[src/include/gpio_bank_map.vh]
// register map, reset values and pin groupings of the I/O port bank
`ifndef GPIO_BANK_MAP_VH
`define GPIO_BANK_MAP_VH

`define PORT_COUNT 9
`define PORT_WIDTH 8
`define PIN_COUNT 72
`define ADDR_WIDTH 9

// port slot: byte address = port index * 16 + register offset
`define PORT_SLOT_SHIFT 4
`define OFS_PIN_LEVEL 4'h0
`define OFS_OUTPUT_LATCH 4'h4
`define OFS_DIRECTION 4'h8
`define OFS_INTR_CTRL_2 9'h100

// port indices (A=0 .. J=8, no I)
`define PORT_IDX_B 4'h1
`define PORT_IDX_D 4'h3
`define PORT_IDX_E 4'h4
`define PORT_IDX_G 4'h6
`define PORT_IDX_H 4'h7
`define PORT_IDX_J 4'h8

// reset values
`define RST_DIRECTION 8'hFF
`define RST_DIRECTION_G 8'h1F
`define RST_OUTPUT_LATCH 8'h00
`define RST_INTR_CTRL_2 8'h00
`define RST_PULLUP 1'b0

// control bit positions
`define BIT_PULLUP_B 7
`define BIT_PULLUP_D 7
`define BIT_PULLUP_E 6
`define BIT_PULLUP_J 5
`define BIT_OD_USART1 7
`define BIT_OD_USART2 6
`define BIT_OD_SPI 7
`define BIT_OD_CCP2 6
`define BIT_OD_CCP1 5

// port G has five real pins; upper bits carry control
`define PIN_MASK_G 8'h1F

// pins (port * 8 + bit) owned by each open-drain capable module
`define PINS_USART1 72'h000000000000C00000
`define PINS_USART2 72'h000006000000000000
`define PINS_SPI 72'h000000000000280000
`define PINS_CCP1 72'h000000000000040000
`define PINS_CCP2 72'h000000000000020000

`endif

[src/logic/pin_sync.v]
// two-stage synchroniser for the pin input levels
`timescale 1ns/1ps
`default_nettype none
module pin_sync (
  // clock and reset
  input wire clock,
  input wire srst,
  // asynchronous pin levels in, synchronised levels out
  input wire [71:0] async_in,
  output reg [71:0] sync_out
);

  reg [71:0] stage1_ff;

  always @(posedge clock) begin
    if (srst) begin
      stage1_ff <= 72'h000000000000000000;
      sync_out <= 72'h000000000000000000;
    end else begin
      stage1_ff <= async_in;
      sync_out <= stage1_ff;
    end
  end

endmodule // pin_sync
`default_nettype wire

[src/logic/pad_drive.v]
// per-pin output driver selection: gpio, peripheral, open-drain
`timescale 1ns/1ps
`default_nettype none
module pad_drive (
  // clock and reset
  input wire clock,
  input wire srst,
  // gpio state
  input wire [71:0] direction,
  input wire [71:0] latch,
  input wire [71:0] pin_present,
  // peripheral takeover
  input wire [71:0] periph_en,
  input wire [71:0] periph_out,
  input wire [71:0] periph_oe,
  input wire [71:0] open_drain,
  // pad controls
  output reg [71:0] pad_out,
  output reg [71:0] pad_oe
);

  genvar i;
  generate
    for (i = 0; i < 72; i = i + 1) begin : g_pin
      wire drv_val;
      wire drv_en;
      // peripheral wins over the gpio latch
      assign drv_val = periph_en[i] ? periph_out[i] : latch[i];
      assign drv_en = periph_en[i] ? periph_oe[i] : ~direction[i];
      always @(posedge clock) begin
        if (srst) begin
          pad_out[i] <= 1'b0;
          pad_oe[i] <= 1'b0;
        end else if (!pin_present[i]) begin
          pad_out[i] <= 1'b0;
          pad_oe[i] <= 1'b0;
        end else if (open_drain[i]) begin
          // drive low only; high is left to the external pull-up
          pad_out[i] <= 1'b0;
          pad_oe[i] <= drv_en & ~drv_val;
        end else begin
          pad_out[i] <= drv_val;
          pad_oe[i] <= drv_en;
        end
      end
    end
  endgenerate

endmodule // pad_drive
`default_nettype wire

[src/logic/general_io_port_bank.v]
// bank of nine general-purpose I/O ports behind an Avalon-MM slave
`timescale 1ns/1ps
`default_nettype none
`include "gpio_bank_map.vh"

// Notes on behaviour
// - There are nine ports, each with direction, pin-level and output-latch registers.
// - A pin whose sharing peripheral is enabled is driven by that peripheral, not by gpio.
// - Reading a pin-level register returns the levels present on the pins; for port G, bits 7:5 return the pull-up enables.
// - Writing a pin-level register stores the value into that port's output latch; for port G, only bits 4:0 go to the latch.
// - A direction bit of 1 makes the pin an input with its driver released.
// - A direction bit of 0 makes the pin drive its output latch bit.
// - Reading the output latch returns the latched values, not the pin levels.
// - Ports B, D, E and J have weak pull-ups, each port enabled by one bit.
// - The port B pull-up enable is bit 7 of the second interrupt control register.
// - Pull-up enables for D, E and J are bits 7, 6, 5 of the port G pin-level register.
// - Serial, sync-serial and capture/compare output pins have open-drain options in port G.
// - With open-drain on, the pin is only driven low and released for high.
// - Ports H and J exist only on the larger package and are absent otherwise.
module general_io_port_bank (
  // clock and reset
  input wire clock,
  input wire srst,
  // Avalon-MM slave
  input wire [8:0] address,
  input wire read,
  input wire write,
  input wire [31:0] writedata,
  input wire [3:0] byteenable,
  output reg [31:0] readdata,
  output reg waitrequest,
  // package strap, sampled during reset
  input wire large_package,
  // device pins: level in, drive value, drive enable, weak pull-up
  input wire [71:0] pin_in,
  output wire [71:0] pin_out,
  output wire [71:0] pin_oe,
  output reg [71:0] pin_pullup,
  // peripherals sharing the pins
  input wire [71:0] periph_en,
  input wire [71:0] periph_out,
  input wire [71:0] periph_oe
);

  // register state
  reg [71:0] direction_reg_ff;
  reg [71:0] output_latch_reg_ff;
  reg [7:0] intr_ctrl_2_ff;
  reg pullup_en_d_ff;
  reg pullup_en_e_ff;
  reg pullup_en_j_ff;
  reg large_meta_ff;
  reg large_sync_ff;
  reg large_pkg_ff;

  wire [71:0] pin_sync_lvl;
  wire [71:0] pin_present;
  wire [71:0] open_drain;
  wire [7:0] direction_reg_g;
  wire [7:0] output_latch_g;
  wire [7:0] pin_level_g;
  wire pullup_en_b;

  // address decode
  wire req;
  wire slot_hit;
  wire [3:0] port_sel;
  wire [3:0] reg_ofs;
  wire ctrl2_hit;
  wire port_absent;
  wire wr_lane0;

  assign req = read | write;
  assign port_sel = address[7:4];
  assign reg_ofs = address[3:0];
  assign ctrl2_hit = (address == `OFS_INTR_CTRL_2);
  assign port_absent = ~large_pkg_ff &
    ((port_sel == `PORT_IDX_H) | (port_sel == `PORT_IDX_J));
  assign slot_hit = ~address[8] & (port_sel < `PORT_COUNT) & ~port_absent &
    ((reg_ofs == `OFS_PIN_LEVEL) | (reg_ofs == `OFS_OUTPUT_LATCH) |
     (reg_ofs == `OFS_DIRECTION));
  // only the low byte carries data; other lanes are ignored
  assign wr_lane0 = byteenable[0];

  assign direction_reg_g = direction_reg_ff[55:48];
  assign output_latch_g = output_latch_reg_ff[55:48];
  assign pullup_en_b = intr_ctrl_2_ff[`BIT_PULLUP_B];

  // upper port G bits read back the pull-up controls
  assign pin_level_g = {pullup_en_d_ff, pullup_en_e_ff, pullup_en_j_ff,
    pin_sync_lvl[52:48]};

  // which pins physically exist
  genvar p;
  generate
    for (p = 0; p < 9; p = p + 1) begin : g_present
      if (p == 6) begin : g_g
        assign pin_present[p*8 +: 8] = `PIN_MASK_G;
      end else if (p >= 7) begin : g_hj
        assign pin_present[p*8 +: 8] = {8{large_pkg_ff}};
      end else begin : g_std
        assign pin_present[p*8 +: 8] = 8'hFF;
      end
    end
  endgenerate

  // open-drain selection per module, only for peripheral-owned pins
  assign open_drain = periph_en & (
    ({72{output_latch_g[`BIT_OD_USART1]}} & `PINS_USART1) |
    ({72{output_latch_g[`BIT_OD_USART2]}} & `PINS_USART2) |
    ({72{direction_reg_g[`BIT_OD_SPI]}} & `PINS_SPI) |
    ({72{direction_reg_g[`BIT_OD_CCP2]}} & `PINS_CCP2) |
    ({72{direction_reg_g[`BIT_OD_CCP1]}} & `PINS_CCP1));

  pin_sync u_pin_sync (
    .clock(clock),
    .srst(srst),
    .async_in(pin_in),
    .sync_out(pin_sync_lvl)
  );

  pad_drive u_pad_drive (
    .clock(clock),
    .srst(srst),
    .direction(direction_reg_ff),
    .latch(output_latch_reg_ff),
    .pin_present(pin_present),
    .periph_en(periph_en),
    .periph_out(periph_out),
    .periph_oe(periph_oe),
    .open_drain(open_drain),
    .pad_out(pin_out),
    .pad_oe(pin_oe)
  );

  // package strap: synchronised, loaded while srst is high and held once it falls
  always @(posedge clock) begin
    large_meta_ff <= large_package;
    large_sync_ff <= large_meta_ff;
    if (srst) begin
      large_pkg_ff <= large_sync_ff;
    end
  end

  // read mux
  reg [7:0] nxt_rd_byte;
  always @* begin
    nxt_rd_byte = 8'h00;
    if (ctrl2_hit) begin
      nxt_rd_byte = intr_ctrl_2_ff;
    end else if (slot_hit) begin
      case (reg_ofs)
        `OFS_PIN_LEVEL: begin
          if (port_sel == `PORT_IDX_G) begin
            nxt_rd_byte = pin_level_g;
          end else begin
            nxt_rd_byte = pin_sync_lvl[port_sel*8 +: 8];
          end
        end
        `OFS_OUTPUT_LATCH: nxt_rd_byte = output_latch_reg_ff[port_sel*8 +: 8];
        `OFS_DIRECTION: nxt_rd_byte = direction_reg_ff[port_sel*8 +: 8];
        default: nxt_rd_byte = 8'h00;
      endcase
    end
  end

  // bus handshake: answer one cycle after the request appears
  wire accept;
  assign accept = waitrequest & req;

  always @(posedge clock) begin
    if (srst) begin
      waitrequest <= 1'b1;
      readdata <= 32'h00000000;
    end else if (accept) begin
      waitrequest <= 1'b0;
      readdata <= {24'h000000, (read ? nxt_rd_byte : 8'h00)};
    end else begin
      waitrequest <= 1'b1;
    end
  end

  // register writes
  integer k;
  always @(posedge clock) begin
    if (srst) begin
      for (k = 0; k < 9; k = k + 1) begin
        direction_reg_ff[k*8 +: 8] <= `RST_DIRECTION;
        output_latch_reg_ff[k*8 +: 8] <= `RST_OUTPUT_LATCH;
      end
      // upper port G direction bits are open-drain controls, off at reset
      direction_reg_ff[55:48] <= `RST_DIRECTION_G;
      intr_ctrl_2_ff <= `RST_INTR_CTRL_2;
      pullup_en_d_ff <= `RST_PULLUP;
      pullup_en_e_ff <= `RST_PULLUP;
      pullup_en_j_ff <= `RST_PULLUP;
    end else if (!waitrequest && write && wr_lane0) begin
      // commit on the answer edge, the one edge the master counts as done
      if (ctrl2_hit) begin
        intr_ctrl_2_ff <= writedata[7:0];
      end else if (slot_hit) begin
        case (reg_ofs)
          `OFS_PIN_LEVEL: begin
            if (port_sel == `PORT_IDX_G) begin
              // low bits go to the latch, upper bits are pull-up controls
              output_latch_reg_ff[52:48] <= writedata[4:0];
              pullup_en_d_ff <= writedata[`BIT_PULLUP_D];
              pullup_en_e_ff <= writedata[`BIT_PULLUP_E];
              pullup_en_j_ff <= writedata[`BIT_PULLUP_J];
            end else begin
              output_latch_reg_ff[port_sel*8 +: 8] <= writedata[7:0];
            end
          end
          `OFS_OUTPUT_LATCH: output_latch_reg_ff[port_sel*8 +: 8] <= writedata[7:0];
          `OFS_DIRECTION: direction_reg_ff[port_sel*8 +: 8] <= writedata[7:0];
          default: begin
          end
        endcase
      end
    end
  end

  // weak pull-ups, one enable per port
  always @(posedge clock) begin
    if (srst) begin
      pin_pullup <= 72'h000000000000000000;
    end else begin
      pin_pullup <= 72'h000000000000000000;
      pin_pullup[15:8] <= {8{pullup_en_b}};
      pin_pullup[31:24] <= {8{pullup_en_d_ff}};
      pin_pullup[39:32] <= {8{pullup_en_e_ff}};
      pin_pullup[71:64] <= {8{pullup_en_j_ff & large_pkg_ff}};
    end
  end

endmodule // general_io_port_bank
`default_nettype wire

[config.mk]
export PLATFORM = sky130hd
export DESIGN_NAME = general_io_port_bank
export DESIGN_NICKNAME = d
export VERILOG_FILES = /design/src/logic/pin_sync.v /design/src/logic/pad_drive.v /design/src/logic/general_io_port_bank.v
export VERILOG_INCLUDE_DIRS = /design/src /design/src/include
export SDC_FILE = /design/constraint.sdc
export NUM_CORES = 1
export LEC_CHECK = 0
export BUFFER_PORTS_ARGS = -buffer_cell sky130_fd_sc_hd__buf_2
export CORE_AREA = 2 2 231 233
export DETAILED_ROUTE_END_ITERATION = 16
export DIE_AREA = 0 0 233 235
export SETUP_SLACK_MARGIN = 0.5
export SKIP_LAST_GASP = 1
export SYNTH_ARGS = -nofsm -noshare
export SYNTH_HDL_FRONTEND = slang
export SYNTH_SLANG_ARGS = --single-unit
[constraint.sdc]
create_clock -name clock -period 4.67 [get_ports clock]
set_input_delay 0.934 -clock clock [delete_from_list [all_inputs] [get_ports clock]]
set_output_delay 0.934 -clock clock [all_outputs]
set_load 0.005 [all_outputs]
==> results.md, run 1 <==
- Post-CTS setup buffers: 0
- Routability cong.: 0.9085
- Worst reg2reg setup slack: 2060 ps
- Max Cap Viol: 0
- Number of global-route vias before repair: 15300
- Yosys top cell area share: 48.84%
- Worst setup EP type: register
- Final setup margin: 1009 ps
- Dpl cells: 3041
- Total CTS buffers: 50
- Worst min path class: register to register
- Skew final: 31.86 ps
- End of the critical path: direction_reg_ff[49]$_SDFFE_PP1P_
- Core Region: 52240 µm²
- Top post-synthesis cells by area: dfxtp_1, mux2i_1, nor2_1
- R2R depth: 5
- Slew margin rel.: 8.513%
- P per Cell Area: 385.7 nW/µm²
- Number of remaining DRC errors: 0
- Power Total: 8.789 mW
- Status: finished, final reports clean
- Worst EP arrival: 4130 ps
- Drt first-iter violations: 1427
- Max-slew violations: 0
- Global Route Usage Sum: 22.28%
- Initial antenna violation count: 7
- Worst-path clk slew: 60 ps
- Fraction of registers with async set/reset: 0%
- Launch point of the worst reg-to-reg path: large_pkg_ff$_DFFE_PP_
- First-pass GRT wire length: 92720 µm
- Hold slack: 332.5 ps
- Post-synth EDFFs: 1
- DP HPWL: 47260 µm
- Synthesized instance count: 2000
- Root buffer cell: clkbuf_16
- H-tree levels: 2
- Syn Area/Cell: 9.265 µm²
- Largest net degree at the start of global routing: 160
- Port Buffer Count: 480
- Crit path time final: 3661 ps
- Area Overhead vs Synth: 22.99%
- Yosys cell types: 76
- RSZ-0062 raised after global routing: no
- Per-cell routed wire length: 20.35 µm
- Worst-margin pin slew: 1366 ps
- Setup Slack @ Placement: 209.8 ps
- Cell area after synthesis: 18530 µm²
- Final period util: 78.39%
- Ratio of cells with drive above 1 in the final layout: 25.84%
- Initial core utilization: 35.47%
- Peak Freq: 273.2 MHz
- Die X: 233 µm
- Number of core rows: 84
- Die Area: 54760 µm²
- Worst R2R End: direction_reg_ff[64]$_SDFFE_PP1P_
- Startpoint Class: input pin
- Total clock sinks: 453
- Nets: 2749
- Via/cell ratio: 5.167
- Routed Antenna Nets: 0
- Non-Filler Instances: 3128
- Leak: 9.678 nW
- Largest fanout on the critical path: 26
- Final setup vio count: 0
- Placement Cell Area: 21080 µm²
- #FFs+latches synth: 453
- Vias post-DR: 16160
- Kind of critical path: input pin to register
- CTS Buffer Depth: 3
- Synth area leader: dfxtp_1
- Clk Latency, worst-skew pair: 600 ps
- Maximum vdd drop: 0.2658 mV
- Design Area, Final: 22790 µm²
- Final hold violation count: 0
- CTS tree: done
- Final core occ: 43.63%
- Post-synthesis sequential area ratio: 49.00%
- Top FF cell, synth: dfxtp_1
- Io pins: 587
- Crit path from: address[5]
- Yosys warnings: 0
- DR pass1 iterations: 6
- CP required: 5140 ps
- Die Height: 235 µm
- DRT Wirelength: 63650 µm
- Gr ovfl total: 0
- Post-Route Setup TNS: 0 ps
layer usage:
metal / share of wire, % / up-vias / GRT usage, %
li1: - / 7614 / -
met1: 41 / 7703 / 28.05
met2: 48 / 710 / 37.01
met3: 8.2 / 128 / 4.612
met4: 3.7 / 6 / 9.072
met5: 0.064 / - / 0
final cells by class:
class	count	area, µm²
inverters	19	71.32
flip-flops and latches	453	9079
fillers	5174	29450
clock inverters	18	287.8
multi-input cells	1374	8426
repair buffers	507	2653
well taps	688	860.8
diodes	2	5.005
clock buffers	67	1406
layout by cell type (no fill, tap or decap), types with 6 or more instances in the layout:
cell type  synthesis  layout
nand2b_1          14      14
a22o_1             7       7
nand3b_1          23      23
or3_1             52      52
or2_2              7       7
buf_4             99      24
a211o_1           57      57
nor3_1            32      32
clkbuf_8           0       7
ha_1               6       6
nor2_1           271     271
a211oi_1           6       6
nor4bb_1          12      12
nand2_1           94      94
conb_1             1      70
a221oi_1           8       8
dfxtp_1          452     452
nor2b_1          151     151
a21oi_1          151     151
bufinv_16          0       7
and3_1            10      10
o21ai_0           88      88
nand3_1           51      51
a31oi_1           15      15
clkbuf_16          0      51
clkbuf_1         109       9
mux2i_1          119     119
o32ai_1            6       6
inv_1             17      17
mux4_2            20      20
nand4_1           10      10
nor4_1            11      11
buf_2             11     479
o211ai_1           9       9
how the worst min path moves through the flow:
stage,from,endpoint,depth (start not counted)
after floorplan,large_meta_ff$_DFF_P_,large_sync_ff$_DFF_P_,0
after global placement,large_meta_ff$_DFF_P_,large_sync_ff$_DFF_P_,0
after detailed placement,large_meta_ff$_DFF_P_,large_sync_ff$_DFF_P_,0
after CTS,large_meta_ff$_DFF_P_,large_sync_ff$_DFF_P_,0
after global routing,large_meta_ff$_DFF_P_,large_sync_ff$_DFF_P_,0
final,large_meta_ff$_DFF_P_,large_sync_ff$_DFF_P_,0
where the power goes:
group	leakage, nW	internal (mW)	switching, mW
sequential	3.71	3.97	0.0265
clock	0.822	2.49	1.60
combinational	5.15	0.279	0.423
cell families (layout without fill, tap and decap cells):
group,count (synthesis),count (layout),synth area share (%)
adder cells (fa/ha/maj),6,6,0.4051
buffers and inverters,242,611,6.982
XOR/XNOR,2,2,0.09455
AO/OA/AOI/OAI,392,392,13.28
multiplexers,143,143,9.103
flip-flops,453,453,49.00
AND/OR/NAND/NOR,761,761,21.12
other,1,72,0.02024
repair_timing:
item | 4_1_cts | 5_1_grt
resized for setup | 0 | 1
setup endpoints to repair | 0 | 5
hold buffers | 0 | 0
synth_stat cells (15+ instances only):
master and number:
clkbuf_1 109, or3_1 52, nor2_1 271, nand3b_1 23, mux4_2 20, buf_4 99
nor2b_1 151, a21oi_1 151, a211o_1 57, inv_1 17, dfxtp_1 452, nand3_1 51
nand2_1 94, mux2i_1 119, nor3_1 32, o21ai_0 88, a31oi_1 15
critical path, stage by stage:
cell and delay, ps:
buf_2 450, inv_2 260, ha_1 470, inv_1 240
a2111oi_2 560, nand2_1 450, or2_1 410, a211o_1 320
registers in the layout, indices dropped and copies added (netlist names):
name	count
pullup_en_j_ff	1
direction_reg_ff	72
large_pkg_ff	1
u_pad_drive.pad_oe	69
intr_ctrl_2_ff	8
waitrequest	1
readdata	8
large_meta_ff	1
output_latch_reg_ff	72
pullup_en_d_ff	1
pullup_en_e_ff	1
pin_pullup	4
large_sync_ff	1
u_pad_drive.pad_out	69
u_pin_sync.stage1_ff	72
u_pin_sync.sync_out	72
(Power assumes the default switching activity.)
==> run 2, diff against run 1 <==
- clock period: 4.67 -> 3.7 ns (I/O delays scaled with it)
==> results.md, run 2 (synthesized netlist as in run 1, its figures left out) <==
- Sequential power share: 45.7%
- Largest fanout on the critical path: 13
- Leak: 9.830 nW
- Sw frac: 23.47%
- Number of core rows: 84
- CP required: 4180 ps
- Post-CTS resize count: 0
- Max Cap Viol: 0
- Root buffer cell: clkbuf_16
- Final hold violation count: 0
- Worst setup EP type: register
- Max-slew violations: 0
- Nets: 2777
- Die X: 233 µm
- Worst min path class: input pin to register
- Placement Cell Area: 21340 µm²
- Die Area: 54760 µm²
- Hold slack: 257.9 ps
- Slew margin rel.: 41.69%
- Power Total: 11.03 mW
- DR pass1 iterations: 5
- Area Overhead vs Synth: 24.33%
- Maximum vdd drop: 0.3306 mV
- Worst-path clk slew: 60 ps
- Worst R2R End: direction_reg_ff[23]$_SDFFE_PP1P_
- P per Cell Area: 478.6 nW/µm²
- Total CTS buffers: 50
- Port Buffer Count: 480
- Kind of critical path: input pin to register
- Final setup vio count: 0
- WHS Endpoint: large_meta_ff$_DFF_P_
- Comb pwr share: 8.2%
- Initial antenna violation count: 8
- Launch point of the worst reg-to-reg path: waitrequest$_SDFF_PP1_
- Worst-margin pin slew: 874.6 ps
- DRT Wirelength: 63130 µm
- Pint: 8.439 mW
- Post-CTS setup buffers: 0
- Skew final: 15.76 ps
- Routed Antenna Nets: 0
- Number of global-route vias before repair: 15250
- Final setup margin: 873.3 ps
- Routability cong.: 0.8853
- Crit path time final: 2827 ps
- Die Height: 235 µm
- Global Route Usage Sum: 22.05%
- Io pins: 587
- Final period util: 76.40%
- CTS tree: done
- CTS Hold Buffers Added: 0
- Clock share of power: 46.1%
- Non-Filler Instances: 3162
- Startpoint Class: input pin
- CTS Buffer Depth: 3
- Per-cell routed wire length: 19.97 µm
- Peak Freq: 353.8 MHz
- HP Start: large_package
- Status: finished, final reports clean
- Final core occ: 44.10%
- Via/cell ratio: 5.063
- Commonest cells after routing, fill and taps aside: buf_2, dfxtp_1, nor2_1
- NetSw: 2.588 mW
- Design Area, Final: 23040 µm²
- First-pass GRT wire length: 91610 µm
- Number of remaining DRC errors: 0
- Drt first-iter violations: 1165
- Setup Slack @ Placement: 328.8 ps
- DP HPWL: 47420 µm
- Worst reg2reg setup slack: 1430 ps
- Hold-critical path depth: 1
- Gr ovfl total: 0
- Worst EP arrival: 3300 ps
- Most common cell after layout, fill and taps aside: buf_2
- Post-Route Setup TNS: 0 ps
- R2R depth: 5
- Vias post-DR: 16010
- Initial core utilization: 35.47%
- Total clock sinks: 453
- Core Region: 52240 µm²
- Dpl cells: 3069
- H-tree levels: 2
- Clk Latency, worst-skew pair: 590 ps
- RSZ-0062 raised after global routing: no
- Largest net degree at the start of global routing: 139
- Ratio of cells with drive above 1 in the final layout: 26.84%
run 2: layout make-up:
class / count / area (µm²)
Antenna cell: 4 / 10.01
Clock buffer: 77 / 1536
Clock inverter: 12 / 150.1
Fill cell: 5078 / 29200
Inverter: 19 / 71.32
Multi-Input combinational cell: 1374 / 8454
Sequential cell: 453 / 9079
Tap cell: 688 / 860.8
Timing Repair Buffer: 535 / 2875
run 2: power groups by stage:
stage | clock, mW | combinational [mW] | sequential [mW]
final | 5.08 | 0.905 | 5.04
after global routing | 5.40 | 0.983 | 5.05
after CTS | 5.21 | 0.902 | 5.04
after detailed placement | 0 | 0.898 | 5.15
after global placement | 0 | 0.887 | 5.15
after floorplan | 0 | 0.501 | 5.15
run 2: worst max-delay path by stage:
stage / start / to / slack, ps / cells past startpoint
final: address[5] / direction_reg_ff[23]$_SDFFE_PP1P_ / 870 / 8
after CTS: address[5] / direction_reg_ff[23]$_SDFFE_PP1P_ / 950 / 8
after global placement: address[5] / direction_reg_ff[16]$_SDFFE_PP1P_ / 350 / 8
after floorplan: address[4] / direction_reg_ff[0]$_SDFFE_PP1P_ / 510 / 11
after detailed placement: address[5] / direction_reg_ff[20]$_SDFFE_PP1P_ / 330 / 8
after global routing: address[5] / direction_reg_ff[17]$_SDFFE_PP1P_ / 760 / 8
run 2: per-layer routing:
metal,vias up,routed length [µm],track usage (%)
met5,-,58,0
met4,10,2241,8.898
met3,124,4580,4.600
met2,611,30100,36.69
met1,7583,26150,27.70
li1,7680,-,-
run 2: critical path, cell delays in order:
cell	delay, ps
buf_2	300
inv_2	210
ha_2	290
nor2b_1	160
o21a_1	380
nor4_4	460
nand2_1	360
a211o_1	380
